===== config.mk =====
export PLATFORM = sky130hd
export DESIGN_NAME = pos_device_flat
export DESIGN_NICKNAME = d
export VERILOG_FILES = /design/src/posax_pkg.sv /design/src/posax_if.sv /design/src/axis_drive.sv /design/src/pos_device.sv /design/src/flat_wrapper.sv
export SDC_FILE = /design/constraint.sdc
export NUM_CORES = 1
export LEC_CHECK = 0
export BUFFER_PORTS_ARGS = -buffer_cell sky130_fd_sc_hd__buf_2
export CAP_MARGIN = 20
export CELL_PAD_IN_SITES_DETAIL_PLACEMENT = 1
export CELL_PAD_IN_SITES_GLOBAL_PLACEMENT = 1
export CORE_MARGIN = 5
export CORE_UTILIZATION = 30
export CTS_BUF_LIST = sky130_fd_sc_hd__clkbuf_4
export CTS_CLUSTER_DIAMETER = 100
export CTS_CLUSTER_SIZE = 24
export DETAILED_ROUTE_END_ITERATION = 10
export GPL_ROUTABILITY_DRIVEN = 0
export PLACE_DENSITY = 0.67
export SETUP_SLACK_MARGIN = 0.05
export SLEW_MARGIN = 0
export SYNTH_ARGS = -nofsm -noshare
export SYNTH_HDL_FRONTEND = slang
export SYNTH_SLANG_ARGS = --single-unit

===== constraint.sdc =====
create_clock -name aclk -period 5.35 [get_ports aclk]
set_clock_uncertainty 0.2 [all_clocks]
set_input_delay 0.2675 -clock aclk [delete_from_list [all_inputs] [get_ports aclk]]
set_output_delay 0.2675 -clock aclk [all_outputs]
set_load 0.02 [all_outputs]

===== src/posax_pkg.sv =====
// Shared constants and types of the two-axis positioning link
package posax_pkg;
  // ==========================================================
  // Commands and answers
  typedef enum logic [2:0] {
    read_state_bits_cmd,
    read_operation_info_cmd,
    read_encoder_cmd,
    float_origin_cmd,
    inching_move_cmd,
    clear_error_cmd
  } cmd_op_t;
  localparam int NUM_AXES = 2;
  localparam logic [15:0] ERR_NONE = 16'h0000;
  localparam logic [15:0] ERR_BAD_CMD = 16'h0001;
  localparam logic [15:0] ERR_ORIGIN_BUSY = 16'h00d3;
  localparam logic [15:0] ERR_INCH_BUSY = 16'h0191;
  // State-bit layout inside the answer word, one byte per axis
  localparam int SB_IN_OP = 0;
  localparam int SB_ERROR = 1;
  localparam int SB_JOG = 2;
  localparam int SB_DIR = 3;
  localparam int SB_AXIS_STRIDE = 8;
  // ==========================================================
  // Timing
  localparam int CLK_PERIOD_NS = 4;
  localparam int INCH_STEP_NS = 1000;
  localparam int JOG_SLOW_NS = 4000;
  localparam int JOG_FAST_NS = 400;
  localparam int SCAN_NS = 20000;
  localparam logic [15:0] INCH_STEP_CYC = 16'(INCH_STEP_NS / CLK_PERIOD_NS);
  localparam logic [15:0] JOG_SLOW_CYC = 16'(JOG_SLOW_NS / CLK_PERIOD_NS);
  localparam logic [15:0] JOG_FAST_CYC = 16'(JOG_FAST_NS / CLK_PERIOD_NS);
  localparam int SCAN_CYC_DEFAULT = SCAN_NS / CLK_PERIOD_NS;
  // ==========================================================
  // Controller register map
  localparam logic [7:0] REG_CTRL = 8'h00;
  localparam logic [7:0] REG_ARG = 8'h04;
  localparam logic [7:0] REG_JOG = 8'h08;
  localparam logic [7:0] REG_STATUS = 8'h0c;
  localparam logic [7:0] REG_ERR = 8'h10;
  localparam logic [7:0] REG_DATA = 8'h14;
  localparam logic [7:0] REG_IRQ_STAT = 8'h18;
  localparam logic [7:0] REG_IRQ_MASK = 8'h1c;
  localparam int CTRL_GO = 0;
  localparam int CTRL_OP_LSB = 4;
  localparam int CTRL_AXIS = 8;
  localparam int CTRL_BYPASS = 9;
  localparam int JOG_CW_LSB = 0;
  localparam int JOG_CCW_LSB = 2;
  localparam int JOG_FAST_LSB = 4;
  localparam int ST_BUSY = 0;
  localparam int ST_DONE = 1;
  localparam int ST_READY = 2;
  localparam int ST_AXERR_LSB = 4;
  localparam int ST_JOG_LSB = 6;
  localparam int IRQ_DONE = 0;
  localparam int IRQ_FAIL = 1;
  localparam int IRQ_REFUSED = 2;
  localparam logic [2:0] IRQ_RESET = 3'h0;
endpackage : posax_pkg


===== src/posax_if.sv =====
// Link between the scan controller and the positioning device
`timescale 1ns/1ps
interface posax_if;
  import posax_pkg::*;
  logic cmd_valid;
  logic cmd_ready;
  cmd_op_t cmd_op;
  logic cmd_axis;
  logic [31:0] cmd_arg;
  logic ans_valid;
  logic ans_done;
  logic [15:0] ans_err;
  logic [31:0] ans_data;
  logic module_ready;
  logic [NUM_AXES-1:0] axis_error;
  logic [NUM_AXES-1:0] jog_active;
  logic scan_end;
  logic [NUM_AXES-1:0] jog_cw;
  logic [NUM_AXES-1:0] jog_ccw;
  logic [NUM_AXES-1:0] jog_fast;
  modport device (
    input cmd_valid, cmd_op, cmd_axis, cmd_arg, scan_end, jog_cw, jog_ccw, jog_fast,
    output cmd_ready, ans_valid, ans_done, ans_err, ans_data, module_ready, axis_error, jog_active
  );
  modport host (
    output cmd_valid, cmd_op, cmd_axis, cmd_arg, scan_end, jog_cw, jog_ccw, jog_fast,
    input cmd_ready, ans_valid, ans_done, ans_err, ans_data, module_ready, axis_error, jog_active
  );
endinterface : posax_if


===== src/axis_drive.sv =====
// One axis: position counter, inching run and jog run with step output
`timescale 1ns/1ps
module axis_drive
  import posax_pkg::*;
(
  input wire logic aclk,
  input wire logic aresetn,
  input wire logic halt,
  input wire logic origin_set,
  input wire logic inch_start,
  input wire logic [31:0] inch_amount,
  input wire logic jog_cw,
  input wire logic jog_ccw,
  input wire logic jog_fast,
  output logic [31:0] position,
  output logic in_operation,
  output logic jog_active,
  output logic step_pulse,
  output logic dir
);
  logic [31:0] remain;
  logic [15:0] timer;
  logic inching;
  logic jog_req;
  logic moving;
  logic tick;
  logic [15:0] period;
  logic [31:0] magnitude;

  // ==========================================================
  // Motion selection
  assign inching = remain != 32'h0000_0000;
  assign jog_req = (jog_cw ^ jog_ccw) && !halt && !inching;
  assign moving = inching || jog_active;
  assign tick = moving && timer == 16'h0000;
  assign period = inching ? INCH_STEP_CYC : (jog_fast ? JOG_FAST_CYC : JOG_SLOW_CYC);
  assign magnitude = inch_amount[31] ? 32'(-inch_amount) : inch_amount;
  assign in_operation = moving;

  // ==========================================================
  // Step generation; jog speed changes take effect on the next reload
  always_ff @(posedge aclk) begin
    if (!aresetn) begin
      position <= 32'h0000_0000;
      remain <= 32'h0000_0000;
      timer <= 16'h0000;
      jog_active <= 1'b0;
      step_pulse <= 1'b0;
      dir <= 1'b0;
    end else begin
      jog_active <= jog_req;
      step_pulse <= tick;
      if (halt) begin
        remain <= 32'h0000_0000;
      end else if (inch_start) begin
        remain <= magnitude;
        dir <= inch_amount[31];
      end else if (tick && inching) begin
        remain <= remain - 32'h0000_0001;
      end
      if (jog_req) begin
        dir <= jog_ccw;
      end
      // An inching run starts a full inching period from its own start, not from an idle jog reload
      if (inch_start) begin
        timer <= INCH_STEP_CYC - 16'h0001;
      end else begin
        timer <= tick || !moving ? period - 16'h0001 : timer - 16'h0001;
      end
      if (origin_set) begin
        position <= 32'h0000_0000;
      end else if (tick) begin
        position <= dir ? position - 32'h0000_0001 : position + 32'h0000_0001;
      end
    end
  end
endmodule : axis_drive


===== src/pos_device.sv =====
// Positioning device end: command interpreter, axis status and jog intake
//
// Contract
// Ready only while no error is detected
// Axis selector 0 is X, 1 is Y
// Done goes 1 on success, 0 on error
// Failed command shows its numeric error code
// State read returns in-operation and error bits
// Info read returns selected axis current position
// Encoder read returns count with done/error
// Origin set while axis runs fails 211
// Inching while axis runs fails 401
// Accepted inching moves by commanded amount
// Host gates commands on clear error bit
// Jog driven by direction and speed bits
// Jog bits transferred once per scan end
// Jog-operating bit raised; changes accepted mid-jog
// New command clears done and error outputs
`timescale 1ns/1ps
module pos_device
  import posax_pkg::*;
(
  input wire logic aclk,
  input wire logic aresetn,
  posax_if.device link,
  input wire logic [31:0] encoder_count,
  input wire logic [NUM_AXES-1:0] axis_fault_pin,
  output logic [NUM_AXES-1:0] step,
  output logic [NUM_AXES-1:0] dir
);
  typedef enum logic [1:0] {st_idle, st_exec, st_answer} dev_state_t;

  dev_state_t state;
  dev_state_t next_state;
  cmd_op_t op;
  logic axis;
  logic [31:0] arg;
  logic done;
  logic [15:0] err_code;
  logic [31:0] data;
  logic answer;
  logic [NUM_AXES-1:0] fault_meta;
  logic [NUM_AXES-1:0] fault_sync;
  logic [NUM_AXES-1:0] axis_error;
  logic [NUM_AXES-1:0] jog_cw;
  logic [NUM_AXES-1:0] jog_ccw;
  logic [NUM_AXES-1:0] jog_fast;
  logic [NUM_AXES-1:0] in_op;
  logic [NUM_AXES-1:0] jog_act;
  logic [NUM_AXES-1:0] origin_set;
  logic [NUM_AXES-1:0] inch_start;
  logic [31:0] position [NUM_AXES];
  logic [31:0] state_bits;
  logic accept;
  logic sel_busy;
  logic exec;
  logic run_origin;
  logic run_inch;
  logic run_clear;
  logic [15:0] exec_err;
  logic [31:0] exec_data;
  logic ready;

  function automatic logic [NUM_AXES-1:0] axis_onehot(input logic sel);
    axis_onehot = sel ? 2'b10 : 2'b01;
  endfunction : axis_onehot

  // ==========================================================
  // Fault pins and error latch
  always_ff @(posedge aclk) begin
    if (!aresetn) begin
      fault_meta <= 2'b00;
      fault_sync <= 2'b00;
    end else begin
      fault_meta <= axis_fault_pin;
      fault_sync <= fault_meta;
    end
  end

  // A fault arriving with the clear command keeps the axis in error
  always_ff @(posedge aclk) begin
    if (!aresetn) begin
      axis_error <= 2'b00;
    end else begin
      axis_error <= fault_sync | (run_clear ? 2'b00 : axis_error);
    end
  end

  // Ready appears one cycle after reset release unless an axis holds an error
  always_ff @(posedge aclk) begin
    if (!aresetn) begin
      ready <= 1'b0;
    end else begin
      ready <= ~|axis_error;
    end
  end

  // ==========================================================
  // Jog bits sampled only on the scan-end strobe
  always_ff @(posedge aclk) begin
    if (!aresetn) begin
      jog_cw <= 2'b00;
      jog_ccw <= 2'b00;
      jog_fast <= 2'b00;
    end else if (link.scan_end) begin
      jog_cw <= link.jog_cw;
      jog_ccw <= link.jog_ccw;
      jog_fast <= link.jog_fast;
    end
  end

  // ==========================================================
  // Axes
  assign origin_set = run_origin ? axis_onehot(axis) : 2'b00;
  assign inch_start = run_inch ? axis_onehot(axis) : 2'b00;

  genvar g;
  generate
    for (g = 0; g < NUM_AXES; g++) begin : g_axis
      axis_drive u_axis (
        .aclk(aclk),
        .aresetn(aresetn),
        .halt(axis_error[g]),
        .origin_set(origin_set[g]),
        .inch_start(inch_start[g]),
        .inch_amount(arg),
        .jog_cw(jog_cw[g]),
        .jog_ccw(jog_ccw[g]),
        .jog_fast(jog_fast[g]),
        .position(position[g]),
        .in_operation(in_op[g]),
        .jog_active(jog_act[g]),
        .step_pulse(step[g]),
        .dir(dir[g])
      );
      assign state_bits[g*SB_AXIS_STRIDE+SB_IN_OP] = in_op[g];
      assign state_bits[g*SB_AXIS_STRIDE+SB_ERROR] = axis_error[g];
      assign state_bits[g*SB_AXIS_STRIDE+SB_JOG] = jog_act[g];
      assign state_bits[g*SB_AXIS_STRIDE+SB_DIR] = dir[g];
      assign state_bits[g*SB_AXIS_STRIDE+SB_AXIS_STRIDE-1:g*SB_AXIS_STRIDE+SB_DIR+1] = 4'h0;
    end
  endgenerate
  assign state_bits[31:NUM_AXES*SB_AXIS_STRIDE] = 16'h0000;

  // ==========================================================
  // Command execution
  assign accept = state == st_idle && link.cmd_valid;
  assign exec = state == st_exec;
  assign sel_busy = axis ? in_op[1] : in_op[0];
  assign run_origin = exec && op == float_origin_cmd && !sel_busy;
  assign run_inch = exec && op == inching_move_cmd && !sel_busy;
  assign run_clear = exec && op == clear_error_cmd;

  always_comb begin
    exec_err = ERR_NONE;
    exec_data = 32'h0000_0000;
    case (op)
      read_state_bits_cmd: exec_data = state_bits;
      read_operation_info_cmd: exec_data = position[axis];
      read_encoder_cmd: exec_data = encoder_count;
      float_origin_cmd: exec_err = sel_busy ? ERR_ORIGIN_BUSY : ERR_NONE;
      inching_move_cmd: exec_err = sel_busy ? ERR_INCH_BUSY : ERR_NONE;
      clear_error_cmd: exec_err = ERR_NONE;
      default: exec_err = ERR_BAD_CMD;
    endcase
  end

  always_comb begin
    next_state = state;
    case (state)
      st_idle: next_state = accept ? st_exec : st_idle;
      st_exec: next_state = st_answer;
      st_answer: next_state = st_idle;
      default: next_state = st_idle;
    endcase
  end

  always_ff @(posedge aclk) begin
    if (!aresetn) begin
      state <= st_idle;
      op <= read_state_bits_cmd;
      axis <= 1'b0;
      arg <= 32'h0000_0000;
    end else begin
      state <= next_state;
      if (accept) begin
        op <= link.cmd_op;
        axis <= link.cmd_axis;
        arg <= link.cmd_arg;
      end
    end
  end

  // Results stand until the next command is accepted
  always_ff @(posedge aclk) begin
    if (!aresetn) begin
      done <= 1'b0;
      err_code <= ERR_NONE;
      data <= 32'h0000_0000;
      answer <= 1'b0;
    end else begin
      answer <= exec;
      if (accept) begin
        done <= 1'b0;
        err_code <= ERR_NONE;
      end else if (exec) begin
        done <= exec_err == ERR_NONE;
        err_code <= exec_err;
        data <= exec_data;
      end
    end
  end

  // ==========================================================
  // Link outputs
  assign link.cmd_ready = state == st_idle;
  assign link.ans_valid = answer;
  assign link.ans_done = done;
  assign link.ans_err = err_code;
  assign link.ans_data = data;
  assign link.module_ready = ready;
  assign link.axis_error = axis_error;
  assign link.jog_active = jog_act;
endmodule : pos_device


===== src/flat_wrapper.sv =====
// flat-port wrapper written by rule: the top's interface ports become plain ports
module pos_device_flat import posax_pkg::*;
  (aclk, aresetn, encoder_count, axis_fault_pin, step, dir, link_cmd_valid, link_cmd_op, link_cmd_axis, link_cmd_arg, link_scan_end, link_jog_cw, link_jog_ccw, link_jog_fast, link_cmd_ready, link_ans_valid, link_ans_done, link_ans_err, link_ans_data, link_module_ready, link_axis_error, link_jog_active);
  posax_if link_i ();
  input wire logic aclk;
  input wire logic aresetn;
  input wire logic [31:0] encoder_count;
  input wire logic [NUM_AXES-1:0] axis_fault_pin;
  output logic [NUM_AXES-1:0] step;
  output logic [NUM_AXES-1:0] dir;
  input wire logic [$bits(link_i.cmd_valid)-1:0] link_cmd_valid;
  input wire logic [$bits(link_i.cmd_op)-1:0] link_cmd_op;
  input wire logic [$bits(link_i.cmd_axis)-1:0] link_cmd_axis;
  input wire logic [$bits(link_i.cmd_arg)-1:0] link_cmd_arg;
  input wire logic [$bits(link_i.scan_end)-1:0] link_scan_end;
  input wire logic [$bits(link_i.jog_cw)-1:0] link_jog_cw;
  input wire logic [$bits(link_i.jog_ccw)-1:0] link_jog_ccw;
  input wire logic [$bits(link_i.jog_fast)-1:0] link_jog_fast;
  output wire logic [$bits(link_i.cmd_ready)-1:0] link_cmd_ready;
  output wire logic [$bits(link_i.ans_valid)-1:0] link_ans_valid;
  output wire logic [$bits(link_i.ans_done)-1:0] link_ans_done;
  output wire logic [$bits(link_i.ans_err)-1:0] link_ans_err;
  output wire logic [$bits(link_i.ans_data)-1:0] link_ans_data;
  output wire logic [$bits(link_i.module_ready)-1:0] link_module_ready;
  output wire logic [$bits(link_i.axis_error)-1:0] link_axis_error;
  output wire logic [$bits(link_i.jog_active)-1:0] link_jog_active;
  assign link_i.cmd_valid = link_cmd_valid;
  assign link_i.cmd_op = link_cmd_op;
  assign link_i.cmd_axis = link_cmd_axis;
  assign link_i.cmd_arg = link_cmd_arg;
  assign link_i.scan_end = link_scan_end;
  assign link_i.jog_cw = link_jog_cw;
  assign link_i.jog_ccw = link_jog_ccw;
  assign link_i.jog_fast = link_jog_fast;
  assign link_cmd_ready = link_i.cmd_ready;
  assign link_ans_valid = link_i.ans_valid;
  assign link_ans_done = link_i.ans_done;
  assign link_ans_err = link_i.ans_err;
  assign link_ans_data = link_i.ans_data;
  assign link_module_ready = link_i.module_ready;
  assign link_axis_error = link_i.axis_error;
  assign link_jog_active = link_i.jog_active;
  pos_device u_core (.aclk(aclk), .aresetn(aresetn), .link(link_i), .encoder_count(encoder_count), .axis_fault_pin(axis_fault_pin), .step(step), .dir(dir));
endmodule

==> flow_metrics.py, run 1 <==
metrics = {
    "outcome": {
        "status": "completed",
    },
    "clock_network": {
        "clock-sinks": 254,
        "numCtsBuffers": 16,
        "postCtsResizedCells": 0,
        "cts-htree-levels": 1,
        "post_cts_buffers": 0,
        "cts_hold_buf": 127,
        "cts.path.max_buffers": 3,
        "cts.clk_slew.worst_paths_ns": 0.26,
        "cts_tree": "built",
        "clock-root-buffer": "clkbuf_4",
        "clock_latency_ns": 0.79,
    },
    "sta": {
        "finalHoldViolCount": 0,
        "holdWs_ns": 0.0567,
        "clock.fmax_ghz": 0.256,
        "grt_setup_unrepaired": "false",
        "worstMarginPinSlew_ns": 0.966,
        "period_share_pct": 72.9,
        "drv_slew": 0,
        "fin_crit_ns": 3.90,
        "max-slew-margin-rel_pct": 35.6,
        "fin_tns_setup_ns": 0,
        "finalSetupViolations": 0,
    },
    "logic_synthesis": {
        "synth_area_sq_um": 14700,
        "netlist_instances": 1810,
        "yosysMostFrequentCell": "dfxtp_1",
        "synth_commonest_cells": "dfxtp_1 (254), nand2_1 (213), a21oi_1 (183)",
        "ys_top_cells_by_area": "dfxtp_1 (35%), a21oi_1 (6.2%), ha_1 (5.7%)",
        "yosys_warnings": 0,
        "ys_seq_elements": 254,
        "synth-edff-count": 0,
        "yosysTopAreaCellShare_pct": 34.6,
        "synth_ff_type": "dfxtp_1",
        "synth.distinct_cells": 78,
        "yosys.area.top_type": "dfxtp_1",
        "ys_async_sr_fraction_pct": 0,
        "synth_area_per_cell_sq_um": 8.11,
        "synth_seq_area_share_pct": 34.6,
    },
    "drt": {
        "drt_iter0_drc": 717,
        "via_per_inst": 5.34,
        "firstDrtPassIters": 5,
        "detail-route-antenna-nets": 0,
        "wire_per_inst_um": 18.8,
        "vias": 14116,
        "finalWirelength_um": 49600,
        "drc": 0,
    },
    "grt": {
        "grt_max_degree": 52,
        "top_usage_layer": "met2",
        "grt_pass1_vias": 14569,
        "use_met1_pct": 22.3,
        "use_met3_pct": 2.06,
        "grt_use_met2_pct": 32.5,
        "antenna_found_initial": 4,
        "gr-total-overflow": 0,
        "grtUsageTotal_pct": 17.7,
        "grt_pass1_wl_um": 78700,
    },
    "die": {
        "die_h_um": 231,
        "die_area_sq_um": 53500,
        "die_w_um": 231,
        "core_sq_um": 48600,
        "num_rows": 81,
        "io_pins": 140,
        "initial_core_util_pct": 30.2,
    },
    "setup_path": {
        "critPathMaxFanout": 24,
        "start_kind": "register",
        "worstSetupEndpointType": "register",
        "worstSetupStartpoint": "u_core.g_axis[0].u_axis.dir",
        "path_class": "register to register",
        "r2r_start": "u_core.g_axis[0].u_axis.dir",
        "arrival_ns": 4.40,
        "r2r_cells": 12,
        "required_ns": 5.85,
    },
    "power": {
        "power_switching_mw": 1.37,
        "swShare_pct": 35.0,
        "ir_worst_vdd_v": 0.000145,
        "fin_total_pwr_mw": 3.91,
        "seq_power_share_pct": 53.2,
        "clkPwrFrac_pct": 22.2,
        "p_leak_nw": 7.03,
        "combinationalPowerShare_pct": 24.7,
        "p_int_mw": 2.54,
        "powerDensity_nw_per_um2": 225,
    },
    "cells_and_area": {
        "design_area_sq_um": 17400,
        "syn2layout_area_growth_pct": 18.3,
        "layout-drive-gt1-share_pct": 10.5,
        "nets": 2164,
        "final_util_pct": 35.7,
    },
    "hold_path": {
        "hold_path_class": "input port to register",
        "hold_path_startpoint": "link_cmd_arg[13]",
        "min_path_cells": 3,
    },
    "placed_design": {
        "port_buffers": 129,
        "dp_hpwl_um": 36300,
        "place_area_sq_um": 15900,
    },
    "run": {
        "maxCapViolCount": 0,
    },
}
## routing by layer
| layer | wire length (um) | vias up |
|---|---|---|
| met5 | 0 | - |
| met3 | 1260 | 65 |
| met1 | 22200 | 7024 |
| met2 | 25000 | 195 |
| li1 | - | 6832 |
| met4 | 1140 | 0 |
## state kept, by name (all words and copies together) (netlist names), 3 cells and up
signal / flops
u_core.link.ans_err: 4
u_core.op: 3
u_core.link.ans_data: 32
u_core.arg: 32
u_core.g_axis.u_axis.timer: 32
u_core.g_axis.u_axis.remain: 64
u_core.g_axis.u_axis.position: 64
## final timing paths
path | end | slack (ns)
hold / removal | u_core.arg[13] | 0.06
hold reg to reg | u_core.fault_sync[0] | 0.27
setup / recovery | u_core.g_axis[0].u_axis.position[31] | 1.45
setup reg to reg | u_core.g_axis[0].u_axis.position[31] | 1.45
## power groups by stage
| stage | Sequential (mW) | Clock [mW] | Combinational (mW) |
|---|---|---|---|
| after floorplan | 2.09 | 0 | 0.628 |
| after global placement | 2.11 | 0 | 0.861 |
| after detailed placement | 2.11 | 0 | 0.884 |
| after CTS | 2.08 | 0.916 | 0.964 |
| after global routing | 2.09 | 0.978 | 1.07 |
| final | 2.08 | 0.867 | 0.966 |
## critical path, cell delays in order (launching register included)
cell and delay (ns):
dfxtp_1 0.66, buf_4 0.40, ha_1 0.35, and2_1 0.20, a21o_1 0.19, a221oi_1 0.34, o22ai_1 0.17, o2111ai_1 0.22
a21boi_0 0.14, o41a_1 0.35, xnor2_1 0.14, or3_1 0.31, a21oi_1 0.13
## placed cells by master, fill, tap and decap left out, drive strengths merged, types with 6 or more instances in the layout
master       synthesis  routed
dlygate4sd3          0     127
a22o                34      34
ha                  67      67
dfxtp              254     254
conb                 1      10
a22oi               39      39
or3                 15      15
mux2i               51      51
o21bai               7       7
xor2                41      41
o41ai                9       9
nand2b              19      19
a211oi              15      15
nand3b               6       6
clkbuf              61      17
nand2              215     215
and2                13      13
a31oi               14      14
nor4                20      20
o31ai               13      13
and3                14      14
nor2b               52      52
nand4                9       9
nor3                50      50
a21o                36      36
a21oi              183     183
o21a                17      17
or4                 16      16
or2                  6       6
xnor2               95      95
inv                 40      43
nand3               35      35
o22ai               18      18
buf                 43     155
nor2               154     154
o21ai               98      98
## cells by family (layout without fill, tap and decap cells)
logic type               count (synthesis)  count (layout)  synth area share (%)
XOR/XNOR                               136             136                  8.11
multiplexers                            51              51                  3.48
adder cells (fa/ha/maj)                 69              69                  5.98
buffers and inverters                  144             344                  4.40
flip-flops                             254             254                  34.6
AO/OA/AOI/OAI                          519             519                  22.3
other                                    1              13                0.0255
AND/OR/NAND/NOR                        636             636                  21.0
## final cells by class
| cell class | count | area (sq um) |
|---|---|---|
| Multi-Input combinational cell | 1421 | 9040 |
| Inverter | 40 | 150 |
| Sequential cell | 254 | 5090 |
| Antenna cell | 3 | 7.51 |
| Timing Repair Buffer | 282 | 2110 |
| Tap cell | 622 | 778 |
| Fill cell | 5864 | 31300 |
| Clock inverter | 5 | 75.1 |
| Clock buffer | 17 | 128 |
## per-stage QoR
stage,instances,setup WS (ns)
final,2644,1.45
after global routing,2644,1.13
after CTS,2641,1.41
after detailed placement,2492,1.45
after global placement,2492,1.56
after floorplan,1819,1.55
No activity file was read; power rests on OpenSTA's default activity.
==> inputs of run 2 (changes only) <==
--- a/config.mk
+++ b/config.mk
@@ -16,7 +16,7 @@
 export CTS_CLUSTER_SIZE = 24
 export DETAILED_ROUTE_END_ITERATION = 10
 export GPL_ROUTABILITY_DRIVEN = 0
-export PLACE_DENSITY = 0.67
+export PLACE_DENSITY = 0.69
 export SETUP_SLACK_MARGIN = 0.05
 export SLEW_MARGIN = 0
 export SYNTH_ARGS = -nofsm -noshare
==> constraint.sdc (replaced) <==
create_clock -name aclk -period 3.4 [get_ports aclk]
set_clock_uncertainty 0.2 [all_clocks]
set_input_delay 0.17 -clock aclk [delete_from_list [all_inputs] [get_ports aclk]]
set_output_delay 0.17 -clock aclk [all_outputs]
set_load 0.02 [all_outputs]
==> run 2 against run 1 <==
Die area did not move. Hold slack improved by 0.080 ns. Power rose by 64%. Cell area rose by 7.6%. Sequential power rose by 57%. Combinational power rose by 80%. Critical endpoint is now u_core.g_axis[1].u_axis.remain[11].
==> flow_metrics.py, run 2 (same netlist as run 1, synthesis figures left out) <==
metrics = {
    "clock_network": {
        "cts.path.max_buffers": 3,
        "cts.clk_slew.worst_paths_ns": 0.26,
        "clock_latency_ns": 0.80,
        "clock-sinks": 254,
        "clock-root-buffer": "clkbuf_4",
        "numCtsBuffers": 16,
        "cts_tree": "built",
        "cts-htree-levels": 1,
    },
    "sta": {
        "clock.fmax_ghz": 0.298,
        "finalSetupViolations": 0,
        "drv_slew": 0,
        "fin_crit_ns": 3.35,
        "max-slew-margin-rel_pct": 29.2,
        "period_share_pct": 98.5,
        "grt_setup_unrepaired": "true",
        "finalHoldViolCount": 0,
        "fin_tns_setup_ns": 0,
        "worstMarginPinSlew_ns": 1.06,
    },
    "setup_path": {
        "path_class": "register to register",
        "critPathMaxFanout": 5,
        "critPathSlowestCell": "or4_4",
        "cp_cell_sequence": "or4_4 -> or3_4 -> or3_4 -> or4_4 -> nor2_4 -> and3_4 -> buf_8 -> nand2_2 -> a31oi_1",
        "arrival_ns": 3.88,
        "slowest_delay_ns": 0.56,
        "required_ns": 3.93,
        "worstSetupEndpointType": "register",
        "regToRegSetupSlack_ns": 0.05,
        "start_kind": "register",
        "crit_buf_inv": 1,
        "cpLargestDelayFamily": "simple AND/OR/NAND/NOR gates",
    },
    "grt": {
        "grt_max_degree": 58,
        "grtUsageTotal_pct": 18.9,
        "antenna_found_initial": 6,
        "grt_pass1_wl_um": 83600,
        "gr-total-overflow": 0,
        "grt_pass1_vias": 15507,
    },
    "placed_design": {
        "port_buffers": 129,
        "dp_cells": 2547,
        "dp_hpwl_um": 37000,
    },
    "drt": {
        "detail-route-antenna-nets": 0,
        "drc": 0,
        "drt_iter0_drc": 736,
        "via_per_inst": 5.32,
        "wire_per_inst_um": 19.3,
        "firstDrtPassIters": 5,
        "finalWirelength_um": 52900,
        "vias": 14623,
    },
    "die": {
        "die_w_um": 231,
        "die_h_um": 231,
        "io_pins": 140,
        "num_rows": 81,
        "initial_core_util_pct": 30.2,
        "core_sq_um": 48600,
        "die_area_sq_um": 53500,
    },
    "cells_and_area": {
        "n_fill_cell": 5825,
        "layoutNonFillerInstCount": 2747,
        "layout-drive-gt1-share_pct": 16.3,
        "reg.largest.list": "u_core.g_axis.u_axis.position: 64 flops, u_core.g_axis.u_axis.remain: 64 flops",
        "syn2layout_area_growth_pct": 27.3,
        "nets": 2266,
        "final_cell_mix": "dfxtp_1 (249), nand2_1 (211), a21oi_1 (170), dlygate4sd3_1 (153), nor2_1 (145)",
        "final_common_cell": "dfxtp_1",
    },
    "outcome": {
        "status": "completed",
    },
    "hold_path": {
        "hold_path_class": "input port to register",
    },
    "run": {
        "maxCapViolCount": 0,
    },
    "power": {
        "p_leak_nw": 7.66,
        "powerDensity_nw_per_um2": 343,
        "ir_worst_vdd_v": 0.000211,
    },
}
## run 2: cell types whose count changed in the layout (fill, tap and decap cells not counted), moves of 5 or more
cell,delta
buf_12,+6
nor2_1,-5
buf_4,+61
a21oi_1,-13
o21ai_0,-9
buf_6,+6
ha_1,-7
dlygate4sd3_1,+26
o21ai_1,+7
a21oi_2,+11
ha_4,+5
## run 2: final cells by class
cell class / instances / area [sq um] / share of cell area [%]
Inverter: 40 / 150 / 0.803
Timing Repair Buffer: 384 / 3070 / 16.4
Multi-Input combinational cell: 1421 / 9380 / 50.2
Tap cell: 622 / 778 / 4.16
Clock buffer: 18 / 135 / 0.723
Antenna cell: 2 / 5.00 / 0.0268
Sequential cell: 254 / 5100 / 27.3
Clock inverter: 6 / 70.1 / 0.375
## run 2: what timing repair did
action                                  CTS  global route
resized for setup                        10            84
pin swaps                                 4            25
gates cloned                              0             1
hold endpoints to repair                152             0
setup buffers                             7            13
endpoints found under the setup margin   20            97
hold buffers                            153             0
## run 2: tightest hold or removal path, stage by stage
cell	delay [ns]
dlygate4sd3_1	0.52
buf_2	0.09
nand2_1	0.04
o21ai_0	0.06
a22oi_1	0.06
nor2b_1	0.10
## run 2: worst paths after layout
| kind | end | cells after the start | from |
|---|---|---|---|
| max | u_core.g_axis[1].u_axis.remain[11] | 9 | u_core.g_axis[1].u_axis.remain[4] |
| min reg2reg | u_core.fault_sync[0] | 1 | u_core.fault_meta[0] |
| max reg2reg | u_core.g_axis[1].u_axis.remain[11] | 9 | u_core.g_axis[1].u_axis.remain[4] |
| min | u_core.link.ans_data[31] | 6 | encoder_count[31] |
## run 2: stage by stage
step | worst slack [ns] | total power [mW] | utilization [%] | hold slack [ns] | area [sq um]
finish | 0.0495 | 6.41 | 38.4 | 0.137 | 18700
global route | -0.0319 | 6.73 | 38.4 | 0.112 | 18700
CTS | 0.0528 | 6.37 | 37.4 | 0.0646 | 18200
detailed placement | -0.0259 | 4.82 | 33.7 | 0.184 | 16400
global placement | 0.0854 | 4.77 | 33.7 | 0.181 | 16400
floorplan | 0.107 | 4.28 | - | 0.0786 | 14700
## run 2: metal layers
metal  routed length, um  GRT usage [%]  share of wire (%)  vias to the layer above
met1               23000           23.4                 43                     7236
met2               26700           34.1                 50                      252
met3                1650           2.36                3.1                       90
li1                    -              -                  -                     7043
met5                  13              0              0.025                        -
met4                1650           5.98                3.1                        2
## run 2: power breakdown
group | leakage (nW) | switching [mW] | internal, mW
clock | 0.113 | 1.11 | 0.291
combinational | 5.49 | 0.992 | 0.748
sequential | 2.06 | 0.150 | 3.11
